### src/hdl/fifo_ctl_pkg.sv
package fifo_ctl_pkg;
   localparam int DEPTH_LOG2 = 4;
   localparam int DATA_W = 18;
   localparam int HALF_W = 9;
   localparam int PTR_RST = 0;
   localparam logic [DATA_W-1:0] QOUT_RST = 18'h0_0000;
   localparam int RPTR_ON_RETX = 0;
   localparam int OFFSET_W = 16;
   // default offset table, index {offset_load, sel_hi, sel_lo}
   localparam logic [15:0] DEF_OFFSET_0 = 16'h0007;
   localparam logic [15:0] DEF_OFFSET_1 = 16'h000F;
   localparam logic [15:0] DEF_OFFSET_2 = 16'h001F;
   localparam logic [15:0] DEF_OFFSET_3 = 16'h003F;
   localparam logic [15:0] DEF_OFFSET_4 = 16'h0001;
   localparam logic [15:0] DEF_OFFSET_5 = 16'h0003;
   localparam logic [15:0] DEF_OFFSET_6 = 16'h007F;
   localparam logic [15:0] DEF_OFFSET_7 = 16'h00FF;

   typedef enum logic [1:0]
   {
      WIDTH_9_TO_9 = 2'b00,
      WIDTH_9_TO_18 = 2'b01,
      WIDTH_18_TO_9 = 2'b10,
      WIDTH_18_TO_18 = 2'b11
   } width_cfg_e;

   typedef struct packed
   {
      logic fall_through;
      logic in_wide;
      logic out_wide;
      logic sync_read;
      logic sync_flags;
      logic serial_prog;
   } cfg_s;

   localparam cfg_s CFG_RST = '{default: 1'b0};
endpackage : fifo_ctl_pkg

### src/hdl/fifo_ctl.sv
`timescale 1ns/10ps
// Functional notes
// - reset load pin plus selects choose offset
// - after reset load pin gates offsets
// - memory access only with load high
// - mark records current read pointer
// - master reset zeros pointers and output
// - master reset latches all configuration
// - output enable drives outputs through three flops
// - during resets only enable floats outputs
// - widths from input and output selects
// - 18-bit output, low 9 in narrow mode
// - almost empty low below offset n
// - almost full high above offset m
// - flag timing select sampled at reset
// - partial reset keeps settings, clears data
// - sync read on clock edge with enable
// - load low outputs offset registers
// - async read on strobe rising edge
// - async read select sampled at reset
// - retransmit returns to zero or mark
module fifo_ctl
   import fifo_ctl_pkg::*;
#(
   parameter int AW = fifo_ctl_pkg::DEPTH_LOG2
)
(
   input wire logic sys_clk, // system clock
   input wire logic arst_n, // async reset
   input wire logic master_reset_in, // master reset, active high
   input wire logic partial_reset_in, // partial reset, active high
   input wire logic offset_load, // offset-load pin, low selects offsets
   input wire logic default_offset_sel_lo, // default offset select
   input wire logic default_offset_sel_hi, // default offset select
   input wire logic fall_through_mode, // timing mode strap
   input wire logic input_width_select, // write width select
   input wire logic output_width_select, // read width select
   input wire logic async_read_select, // high is sync read
   input wire logic flag_timing_select, // high is sync flags
   input wire logic read_clk_in, // read clock or strobe
   input wire logic read_enable_in, // read enable, active high for sync read, active low for async read
   input wire logic write_clk_in, // write strobe for pointer
   input wire logic write_enable_in, // write enable
   input wire logic [fifo_ctl_pkg::DATA_W-1:0] write_data_in, // write data
   input wire logic mark_in, // mark read position
   input wire logic retransmit_in, // retransmit request
   input wire logic output_enable_n, // output drive enable, active low
   output logic [fifo_ctl_pkg::DATA_W-1:0] read_data_out, // output register
   output logic read_data_oe, // outputs driven
   output logic almost_empty_flag, // low when nearly empty
   output logic almost_full_flag, // low when nearly full
   output logic [1:0] width_cfg_out // latched width combination
);
   import fifo_ctl_pkg::*;

   // straps and strobes share one chain so their relative timing survives the crossing
   localparam int NS = 13;
   logic [NS-1:0] s1_q;
   logic [NS-1:0] s2_q;
   logic [NS-1:0] raw;
   assign raw = {master_reset_in, partial_reset_in, offset_load, default_offset_sel_lo,
      default_offset_sel_hi, fall_through_mode, input_width_select, output_width_select,
      async_read_select, flag_timing_select, read_clk_in, read_enable_in, write_clk_in};

   always_ff @(posedge sys_clk or negedge arst_n)
   begin
      if (!arst_n)
      begin
         s1_q <= '0;
         s2_q <= '0;
      end
      else
      begin
         s1_q <= raw;
         s2_q <= s1_q;
      end
   end

   logic hard_rst, soft_rst, load_pin, fs0, fs1;
   logic ft_strap, in_w_strap, out_w_strap, sync_rd_strap, flag_strap;
   logic rclk, ren, wclk;
   assign {hard_rst, soft_rst, load_pin, fs0, fs1, ft_strap, in_w_strap, out_w_strap,
      sync_rd_strap, flag_strap, rclk, ren, wclk} = s2_q;

   logic oe_n_s1_q, oe_n_q, mark_s1_q, mark_q, retx_s1_q, retx_q, wen_s1_q, wen_q;
   logic [DATA_W-1:0] wd_s1_q, wd_q;
   always_ff @(posedge sys_clk or negedge arst_n)
   begin
      if (!arst_n)
      begin
         // enable chain idles at the undriven level
         {oe_n_s1_q, oe_n_q, mark_s1_q, mark_q} <= 4'hC;
         {retx_s1_q, retx_q, wen_s1_q, wen_q} <= 4'h0;
         wd_s1_q <= QOUT_RST;
         wd_q <= QOUT_RST;
      end
      else
      begin
         oe_n_s1_q <= output_enable_n;
         oe_n_q <= oe_n_s1_q;
         mark_s1_q <= mark_in;
         mark_q <= mark_s1_q;
         retx_s1_q <= retransmit_in;
         retx_q <= retx_s1_q;
         wen_s1_q <= write_enable_in;
         wen_q <= wen_s1_q;
         wd_s1_q <= write_data_in;
         wd_q <= wd_s1_q;
      end
   end

   logic rclk_q, wclk_q;
   always_ff @(posedge sys_clk or negedge arst_n)
   begin
      if (!arst_n)
      begin
         rclk_q <= 1'b0;
         wclk_q <= 1'b0;
      end
      else
      begin
         rclk_q <= rclk;
         wclk_q <= wclk;
      end
   end
   // detectors reset to the strobes' idle low, so no false edge follows reset
   logic rise_r, rise_w;
   assign rise_r = rclk && !rclk_q;
   assign rise_w = wclk && !wclk_q;

   // configuration latched while master reset is held, frozen after
   cfg_s cfg_q;
   logic [OFFSET_W-1:0] empty_off_q, full_off_q;
   logic [OFFSET_W-1:0] def_off;
   always_comb
   begin
      unique case ({load_pin, fs1, fs0})
         3'd0: def_off = DEF_OFFSET_0;
         3'd1: def_off = DEF_OFFSET_1;
         3'd2: def_off = DEF_OFFSET_2;
         3'd3: def_off = DEF_OFFSET_3;
         3'd4: def_off = DEF_OFFSET_4;
         3'd5: def_off = DEF_OFFSET_5;
         3'd6: def_off = DEF_OFFSET_6;
         3'd7: def_off = DEF_OFFSET_7;
      endcase
   end

   always_ff @(posedge sys_clk or negedge arst_n)
   begin
      if (!arst_n)
      begin
         cfg_q <= CFG_RST;
         empty_off_q <= '0;
         full_off_q <= '0;
      end
      else if (hard_rst)
      begin
         cfg_q.fall_through <= ft_strap && sync_rd_strap;
         cfg_q.in_wide <= in_w_strap;
         cfg_q.out_wide <= out_w_strap;
         cfg_q.sync_read <= sync_rd_strap;
         cfg_q.sync_flags <= flag_strap;
         cfg_q.serial_prog <= load_pin;
         empty_off_q <= def_off;
         full_off_q <= def_off;
      end
   end

   // pointers: one extra bit distinguishes full from empty
   logic [AW:0] wptr_q, rptr_q, mark_ptr_q;
   logic mark_valid_q;
   logic rd_edge, rd_mem, rd_off, off_sel_q;
   // sync read needs enable; async read needs enable held low
   assign rd_edge = rise_r && (cfg_q.sync_read ? ren : !ren);
   logic empty;
   assign empty = (wptr_q == rptr_q);
   assign rd_mem = rd_edge && load_pin && !empty && !hard_rst && !soft_rst;
   assign rd_off = rd_edge && !load_pin && !hard_rst && !soft_rst;

   logic [AW:0] count, free;
   assign count = wptr_q - rptr_q;
   assign free = (AW+1)'(1 << AW) - count;
   logic full;
   assign full = count[AW];

   // no reset on storage; the pointers alone say which words are valid
   logic [DATA_W-1:0] mem_q [0:(1<<AW)-1];
   always_ff @(posedge sys_clk)
   begin
      if (rise_w && wen_q && load_pin && !full && !hard_rst && !soft_rst)
         mem_q[wptr_q[AW-1:0]] <= wd_q;
   end

   always_ff @(posedge sys_clk or negedge arst_n)
   begin
      if (!arst_n)
         wptr_q <= '0;
      else if (hard_rst || soft_rst)
         wptr_q <= '0;
      else if (rise_w && wen_q && load_pin && !full)
         wptr_q <= wptr_q + 1'b1;
   end

   always_ff @(posedge sys_clk or negedge arst_n)
   begin
      if (!arst_n)
         rptr_q <= '0;
      else if (hard_rst || soft_rst)
         rptr_q <= '0;
      // retransmit wins over a read on the same strobe edge
      else if (rise_r && retx_q)
         rptr_q <= mark_valid_q ? mark_ptr_q : (AW+1)'(RPTR_ON_RETX);
      else if (rd_mem)
         rptr_q <= rptr_q + 1'b1;
   end

   always_ff @(posedge sys_clk or negedge arst_n)
   begin
      if (!arst_n)
      begin
         mark_ptr_q <= '0;
         mark_valid_q <= 1'b0;
      end
      else if (hard_rst || soft_rst)
         mark_valid_q <= 1'b0;
      else if (mark_q)
      begin
         mark_ptr_q <= rptr_q;
         mark_valid_q <= 1'b1;
      end
   end

   // output register; offset reads alternate empty then full offset
   always_ff @(posedge sys_clk or negedge arst_n)
   begin
      if (!arst_n)
      begin
         read_data_out <= QOUT_RST;
         off_sel_q <= 1'b0;
      end
      else if (hard_rst || soft_rst)
      begin
         read_data_out <= QOUT_RST;
         off_sel_q <= 1'b0;
      end
      else if (rd_off)
      begin
         read_data_out <= DATA_W'(off_sel_q ? full_off_q : empty_off_q);
         off_sel_q <= !off_sel_q;
      end
      else if (rd_mem)
      begin
         if (cfg_q.out_wide)
            read_data_out <= mem_q[rptr_q[AW-1:0]];
         else
            read_data_out <= {{(DATA_W-HALF_W){1'b0}}, mem_q[rptr_q[AW-1:0]][HALF_W-1:0]};
      end
   end

   // output enable only; resets never float the bus
   always_ff @(posedge sys_clk or negedge arst_n)
   begin
      if (!arst_n)
         read_data_oe <= 1'b0;
      else
         read_data_oe <= !oe_n_q;
   end

   // flags: async mode updates each cycle, sync mode on read clock edges
   logic ae_d, af_d;
   // widen the counts instead of cutting the offsets, so large offsets never alias
   logic [OFFSET_W-1:0] count_w, free_w;
   assign count_w = OFFSET_W'(count);
   assign free_w = OFFSET_W'(free);
   assign ae_d = (count_w >= empty_off_q);
   assign af_d = (free_w > full_off_q);
   // sync flags trade latency for a flag that moves only with the reader's clock or while a reset is held
   always_ff @(posedge sys_clk or negedge arst_n)
   begin
      if (!arst_n)
      begin
         almost_empty_flag <= 1'b0;
         almost_full_flag <= 1'b1;
      end
      else if (!cfg_q.sync_flags || rise_r || hard_rst || soft_rst)
      begin
         almost_empty_flag <= ae_d;
         almost_full_flag <= af_d;
      end
   end

   always_ff @(posedge sys_clk or negedge arst_n)
   begin
      if (!arst_n)
         width_cfg_out <= WIDTH_9_TO_9;
      else
         width_cfg_out <= {cfg_q.in_wide, cfg_q.out_wide};
   end
endmodule : fifo_ctl

### config.mk
export PLATFORM = sky130hd
export DESIGN_NAME = fifo_ctl
export DESIGN_NICKNAME = d
export VERILOG_FILES = /design/src/hdl/fifo_ctl_pkg.sv /design/src/hdl/fifo_ctl.sv
export SDC_FILE = /design/constraint.sdc
export NUM_CORES = 1
export LEC_CHECK = 0
export ABC_AREA = 1
export ABC_CLOCK_PERIOD_IN_PS = 6260
export BUFFER_PORTS_ARGS = -buffer_cell sky130_fd_sc_hd__clkbuf_2
export CAP_MARGIN = 0
export CORE_MARGIN = 2
export CORE_UTILIZATION = 35
export DETAILED_ROUTE_END_ITERATION = 8
export HOLD_SLACK_MARGIN = 0.05
export SYNTH_ARGS = -nofsm -noshare
export SYNTH_HDL_FRONTEND = slang
export SYNTH_SLANG_ARGS = --single-unit
### constraint.sdc
create_clock -name sys_clk -period 6.26 [get_ports sys_clk]
set_input_delay 0.939 -clock sys_clk [delete_from_list [all_inputs] [get_ports sys_clk]]
set_output_delay 0.939 -clock sys_clk [all_outputs]
set_load 0.05 [all_outputs]
; ---- Word level (Yosys, flattened, before mapping)
; Memory sizes are Yosys's and may differ from the RTL's. A register that Yosys moved wholly into a read port is not among the register bits.
; Index checks and enable logic that the tools add are counted.
[totals]
register_bits = 131
mem_bits_rw = 288
rom_bits = 56
inputBits = 37
out_inout_bits = 23
elab_cells = 89
n_memories = 2
[memory_table]
columns = name, depth, word_bits, read_ports, rd_ports_with_merged_regs, wr, line_no
row1 = mem_q, 16, 18, 1, 0, 1, fifo_ctl.sv:188  ; logic [DATA_W-1:0] mem_q [0:(1<<AW)-1];
row2 = (name not given), 8, 7, 1, 1, 0, fifo_ctl.sv:137  ; unique case ({load_pin, fs1, fs0})
[op_classes]
add_sub_neg = 4
order_cmp = 2
eq_ne = 1
muxes = 15
bitwise_logic = 1
n_reduce_logical = 36
[ops]
columns = cell, n
row1 = 18-bit 2-to-1 mux, 4
row2 = 5-bit 2-to-1 mux, 6
row3 = 5-bit by 16-bit >= comparator with 1-bit output, 1
row4 = 5-bit by 16-bit > comparator with 1-bit output, 1
row5 = 1-bit logical AND, 16
row6 = 1-bit zero test, 11
row7 = 5-bit by 1-bit adder with 5-bit output (second input constant), 2
row8 = 3-bit nonzero test, 2
row9 = 5-bit == test, 1
row10 = 1-bit 2-to-1 mux, 5
row11 = 5-bit subtractor, 1
row12 = 5-bit subtractor (first input constant), 1
row13 = 1-bit logical OR, 4
row14 = 2-bit nonzero test, 2
row15 = 2-bit AND reduction, 1
row16 = 1-bit NOT, 1

; ---- Depth between registers and ports, before layout
[logic_depth]
depth_word = 10
mapped_depth = 16
depth_no_buf = 15

; ---- Worst setup path before layout
; No wires, ideal clock.
[synth_path]
path_type = register to register
startpoint = register rptr_q[1]
endpoint = memory mem_q[0][0], enable pin
setup_ps = 416
t_arrival_ps = 3009
t_required_ps = 5844
path_slack_ps = 2835
path_stages_with_launch = 12
path_buffers = 3
period_less_slack_ps = 3425
cell_sequence = dfrtp_1 -> inv_2 -> buf_2 -> buf_2 -> fa_1 -> nand2_1 -> nand2_1 -> o21ai_1 -> xor2_1 -> nand2_1 -> buf_2 -> nor3_1
[synth_via]
elab_chain_cells = 7
[synth_lines]
columns = item, line_no
row1 = start: declaration, fifo_ctl.sv:171  ; logic [AW:0] wptr_q, rptr_q, mark_ptr_q;
row2 = start signal: assignment, fifo_ctl.sv:213  ; rptr_q <= mark_valid_q ? mark_ptr_q : (AW+1)'(RPTR_ON_RETX);
row3 = start signal: assignment, fifo_ctl.sv:215  ; rptr_q <= rptr_q + 1'b1;
row4 = 5-bit subtractor, fifo_ctl.sv:182  ; assign count = wptr_q - rptr_q;
row5 = 1-bit zero test, fifo_ctl.sv:191  ; if (rise_w && wen_q && load_pin && !full && !hard_rst && !soft_rst)
row6 = 1-bit logical AND (3 in a row), fifo_ctl.sv:191
row7 = 1-bit 2-to-1 mux, fifo_ctl.sv:191
row8 = 1-bit 2-to-1 mux (not written as such), fifo_ctl.sv:192  ; mem_q[wptr_q[AW-1:0]] <= wd_q;
row9 = end: declaration, fifo_ctl.sv:188
; Every way passes these cells.

; ---- Final worst setup path
[layout_path]
startpoint = register rptr_q[2]
endpoint = memory mem_q[6][8], enable pin
; The elaborated chain is that of the path after synthesis.

==> results.txt <==
Crit-path cells = inv_2, ha_1, nand2_1, nand2_1, o21ai_1, xor2_1, nand2_1, nor3_2, buf_4
Synth cell types = 37
Clk_skew = 0.0176 ns
Fmax = 273 MHz
Fillers = 4298
Commonest non-fill, non-tap cell in the layout = nand2_1
Critical path's slowest cell = inv_2
Cts bufs inserted = 42
Finished Layout Cells = 2051
Tot GR Track Use = 15.7%
DRT iter0 DRCs = 750
Largest net degree at the start of global routing = 104
Post-synth top area share = 53.5%
Clock Latency Late Sink = 0.55 ns
Bufs on Longest Clock Path = 3
Clk sink count = 409
Vias in the first global route = 9885
Area contributors post-synth = edfxtp_1 53%, dfrtp_1 18%, nand2_1 7.4%
Largest fanout on the critical path = 39
DP HPWL = 20200 um
DR WL/cell = 17.9 um
Die Y = 219 um
Area Growth Syn to Fin = 15.0%
I/O pin total = 60
Buffer and inverter count on the worst path = 2
Critical path's largest stage delay = 0.67 ns
Endpoint arrival time on the critical path = 3.89 ns
TritonRoute pass-1 iters = 5
Cells after Synth = 1363
Least-Margin Pin Slew = 1.19 ns
Outcome = complete, no violations
# rows = 78
Number of max-cap violations = 0
Gpl congestion = 0.759
Via/cell ratio = 4.90
Die footprint = 47900 um2
Post-layout min period = 3.67 ns
Post-route ant nets = 0
Final #Nets = 1474
Post-Synth Simple-Gate Area = 18.2%
Post-synthesis sequential area ratio = 72.2%
CTS tree = yes
Setup violations, final = 0
Mapped Area = 16200 um2
Cell Area, Placed = 17100 um2
Fin. max-slew vios = 0
Mapped Nets = 1420
Adder-Cell Fraction of Synth Area = 1.59%
Multiplexer area fraction after synthesis = 0%
I/O Buffers = 58
Compound-Gate Fraction of Synth Area = 3.75%
Initial Util = 35.6%
Hold crit path type = flop to flop
Core Footprint = 45500 um2
Cell family with most CP delay = simple AND/OR/NAND/NOR gates
Register bit total from synthesis = 409
Crit. End Element = flop
Setup Buffers After CTS = 0
YS warnings = 0
Final Hold Fails = 0
Setup CP Type = flop to flop
Post-synthesis xor/xnor area fraction = 0.488%
Most frequent cells in the layout = 319 x nand2_1, 288 x edfxtp_1, 219 x nand3_1
Total grt overflow = 0
Worst Path Required = 6.49 ns
Power per cell area = 324 nW/um2
CP startpoint kind = flop
Antenna diodes = 0
Routed via count = 10100
Fin area = 18600 um2
Largest family of logic cells by synthesized area = simple AND/OR/NAND/NOR gates
Cell taking the most area after synthesis = edfxtp_1
# hold bufs at CTS = 0
RSZ-0062 raised after global routing = no
H-tree Lvls = 2
Drt drc = 0
Syn Area/Cell = 11.9 um2
DP Cell Count = 1973
Die X = 219 um
Share of cells above drive strength 1 = 13.0%
Initial antenna violation count = 0
Relative slew slack = 20.3%
CP most frequent cell = nand2_1
CTS clk-pin slew, worst paths = 0.06 ns
CTS root buffer = clkbuf_16
Post-CTS Resized = 0
Pleak = 7.33 nW
Setup TNS = 0 ns
Final Cycle Share = 58.6%
First-pass GRT wire length = 57400 um
Final WL = 36700 um
Peak supply drop = 0.000221 V
[final timing paths]
kind	slack [ns]	cells after the start	to	startpoint
setup / recovery	2.59	9	mem_q[6][8]$_DFFE_PP_	rptr_q[2]$_DFFE_PN0P_
hold / removal	0.33	0	wd_q[17]$_DFF_PN0_	wd_s1_q[17]$_DFF_PN0_
setup reg to reg	2.59	9	mem_q[6][8]$_DFFE_PP_	rptr_q[2]$_DFFE_PN0P_
hold reg to reg	0.33	0	wd_q[17]$_DFF_PN0_	wd_s1_q[17]$_DFF_PN0_
max in group asynchronous	4.55	2	rptr_q[0]$_DFFE_PN0P_	arst_n
min in group asynchronous	0.35	1	s1_q[5]$_DFF_PN0_	arst_n
[synthesized netlist by cell type, drive strengths merged]
cell type  number
nand2         320
edfxtp        288
nand3         220
nor2          129
dfrtp         118
o21ai          67
buf            63
inv            60
o211ai         21
ha             19
clkbuf         10
nand4          10
a21oi           7
xor2            7
nor3            6
dfstp           3
o22ai           3
nand3b          2
or2             2
xnor2           2
a21o            1
a31oi           1
a32o            1
and3            1
fa              1
o2111a          1
[power by group]
part	switching, mW	internal, mW	leakage [nW]
Sequential	0.0518	2.94	4.07
Clock	1.04	1.63	0.740
Combinational	0.248	0.108	2.52
[cell families (layout without fill, tap and decap cells)]
| kind of cell | count (synthesis) | count (layout) |
|---|---|---|
| xor+xnor | 9 | 9 |
| fa+ha+maj | 20 | 20 |
| buf+inv | 133 | 221 |
| flops | 409 | 409 |
| compound gates | 102 | 102 |
| simple gates | 690 | 690 |
[per-stage QoR]
step           setup slack (ns)  hold slack, ns  power [mW]  utilization (%)
2_1_floorplan              2.83           0.331        3.29                -
3_3_place_gp               2.60           0.331        3.40             37.6
3_5_place_dp               2.55           0.335        3.41             37.6
4_1_cts                    2.52           0.331        6.08             40.9
5_1_grt                    2.31           0.329        6.24             40.9
6_report                   2.59           0.328        6.02             40.9
[worst reg2reg max path, cell delays in order, from the launching register on]
cell	delay [ns]
dfrtp_1	0.40
inv_2	0.67
ha_1	0.45
nand2_1	0.10
nand2_1	0.05
o21ai_1	0.09
xor2_1	0.21
nand2_1	0.33
nor3_2	0.66
buf_4	0.37
[sequential cells by signal, summed over array words and instances, names as in the netlist, 2 cells and up]
register,count
mem_q,288
read_data_out,18
wd_q,18
wd_s1_q,18
s1_q,12
s2_q,12
full_off_q,8
mark_ptr_q,5
rptr_q,5
wptr_q,5
cfg_q,4
width_cfg_out,2
[final cells by class]
| cell class | count | area, um2 | share of cell area, % |
|---|---|---|---|
| timing repair buffer | 83 | 484 | 2.61 |
| clock buffer | 57 | 1220 | 6.57 |
| clock inverter | 21 | 282 | 1.51 |
| multi-input combinational | 821 | 3940 | 21.2 |
| tap | 600 | 751 | 4.04 |
| inverter | 60 | 228 | 1.23 |
| sequential | 409 | 11700 | 62.9 |
[layer usage]
metal  wire [um]  global-route usage [%]  up-vias  part of all wire (%)
li1            -                       -     4813                     -
met1       16000                    21.0     4954                    44
met2       18000                    26.3      224                    49
met3        1680                    2.29       63                   4.6
met4         972                    5.14        0                   2.7
met5           0                       0        -                     0
No activity file was read; power rests on OpenSTA's default activity.
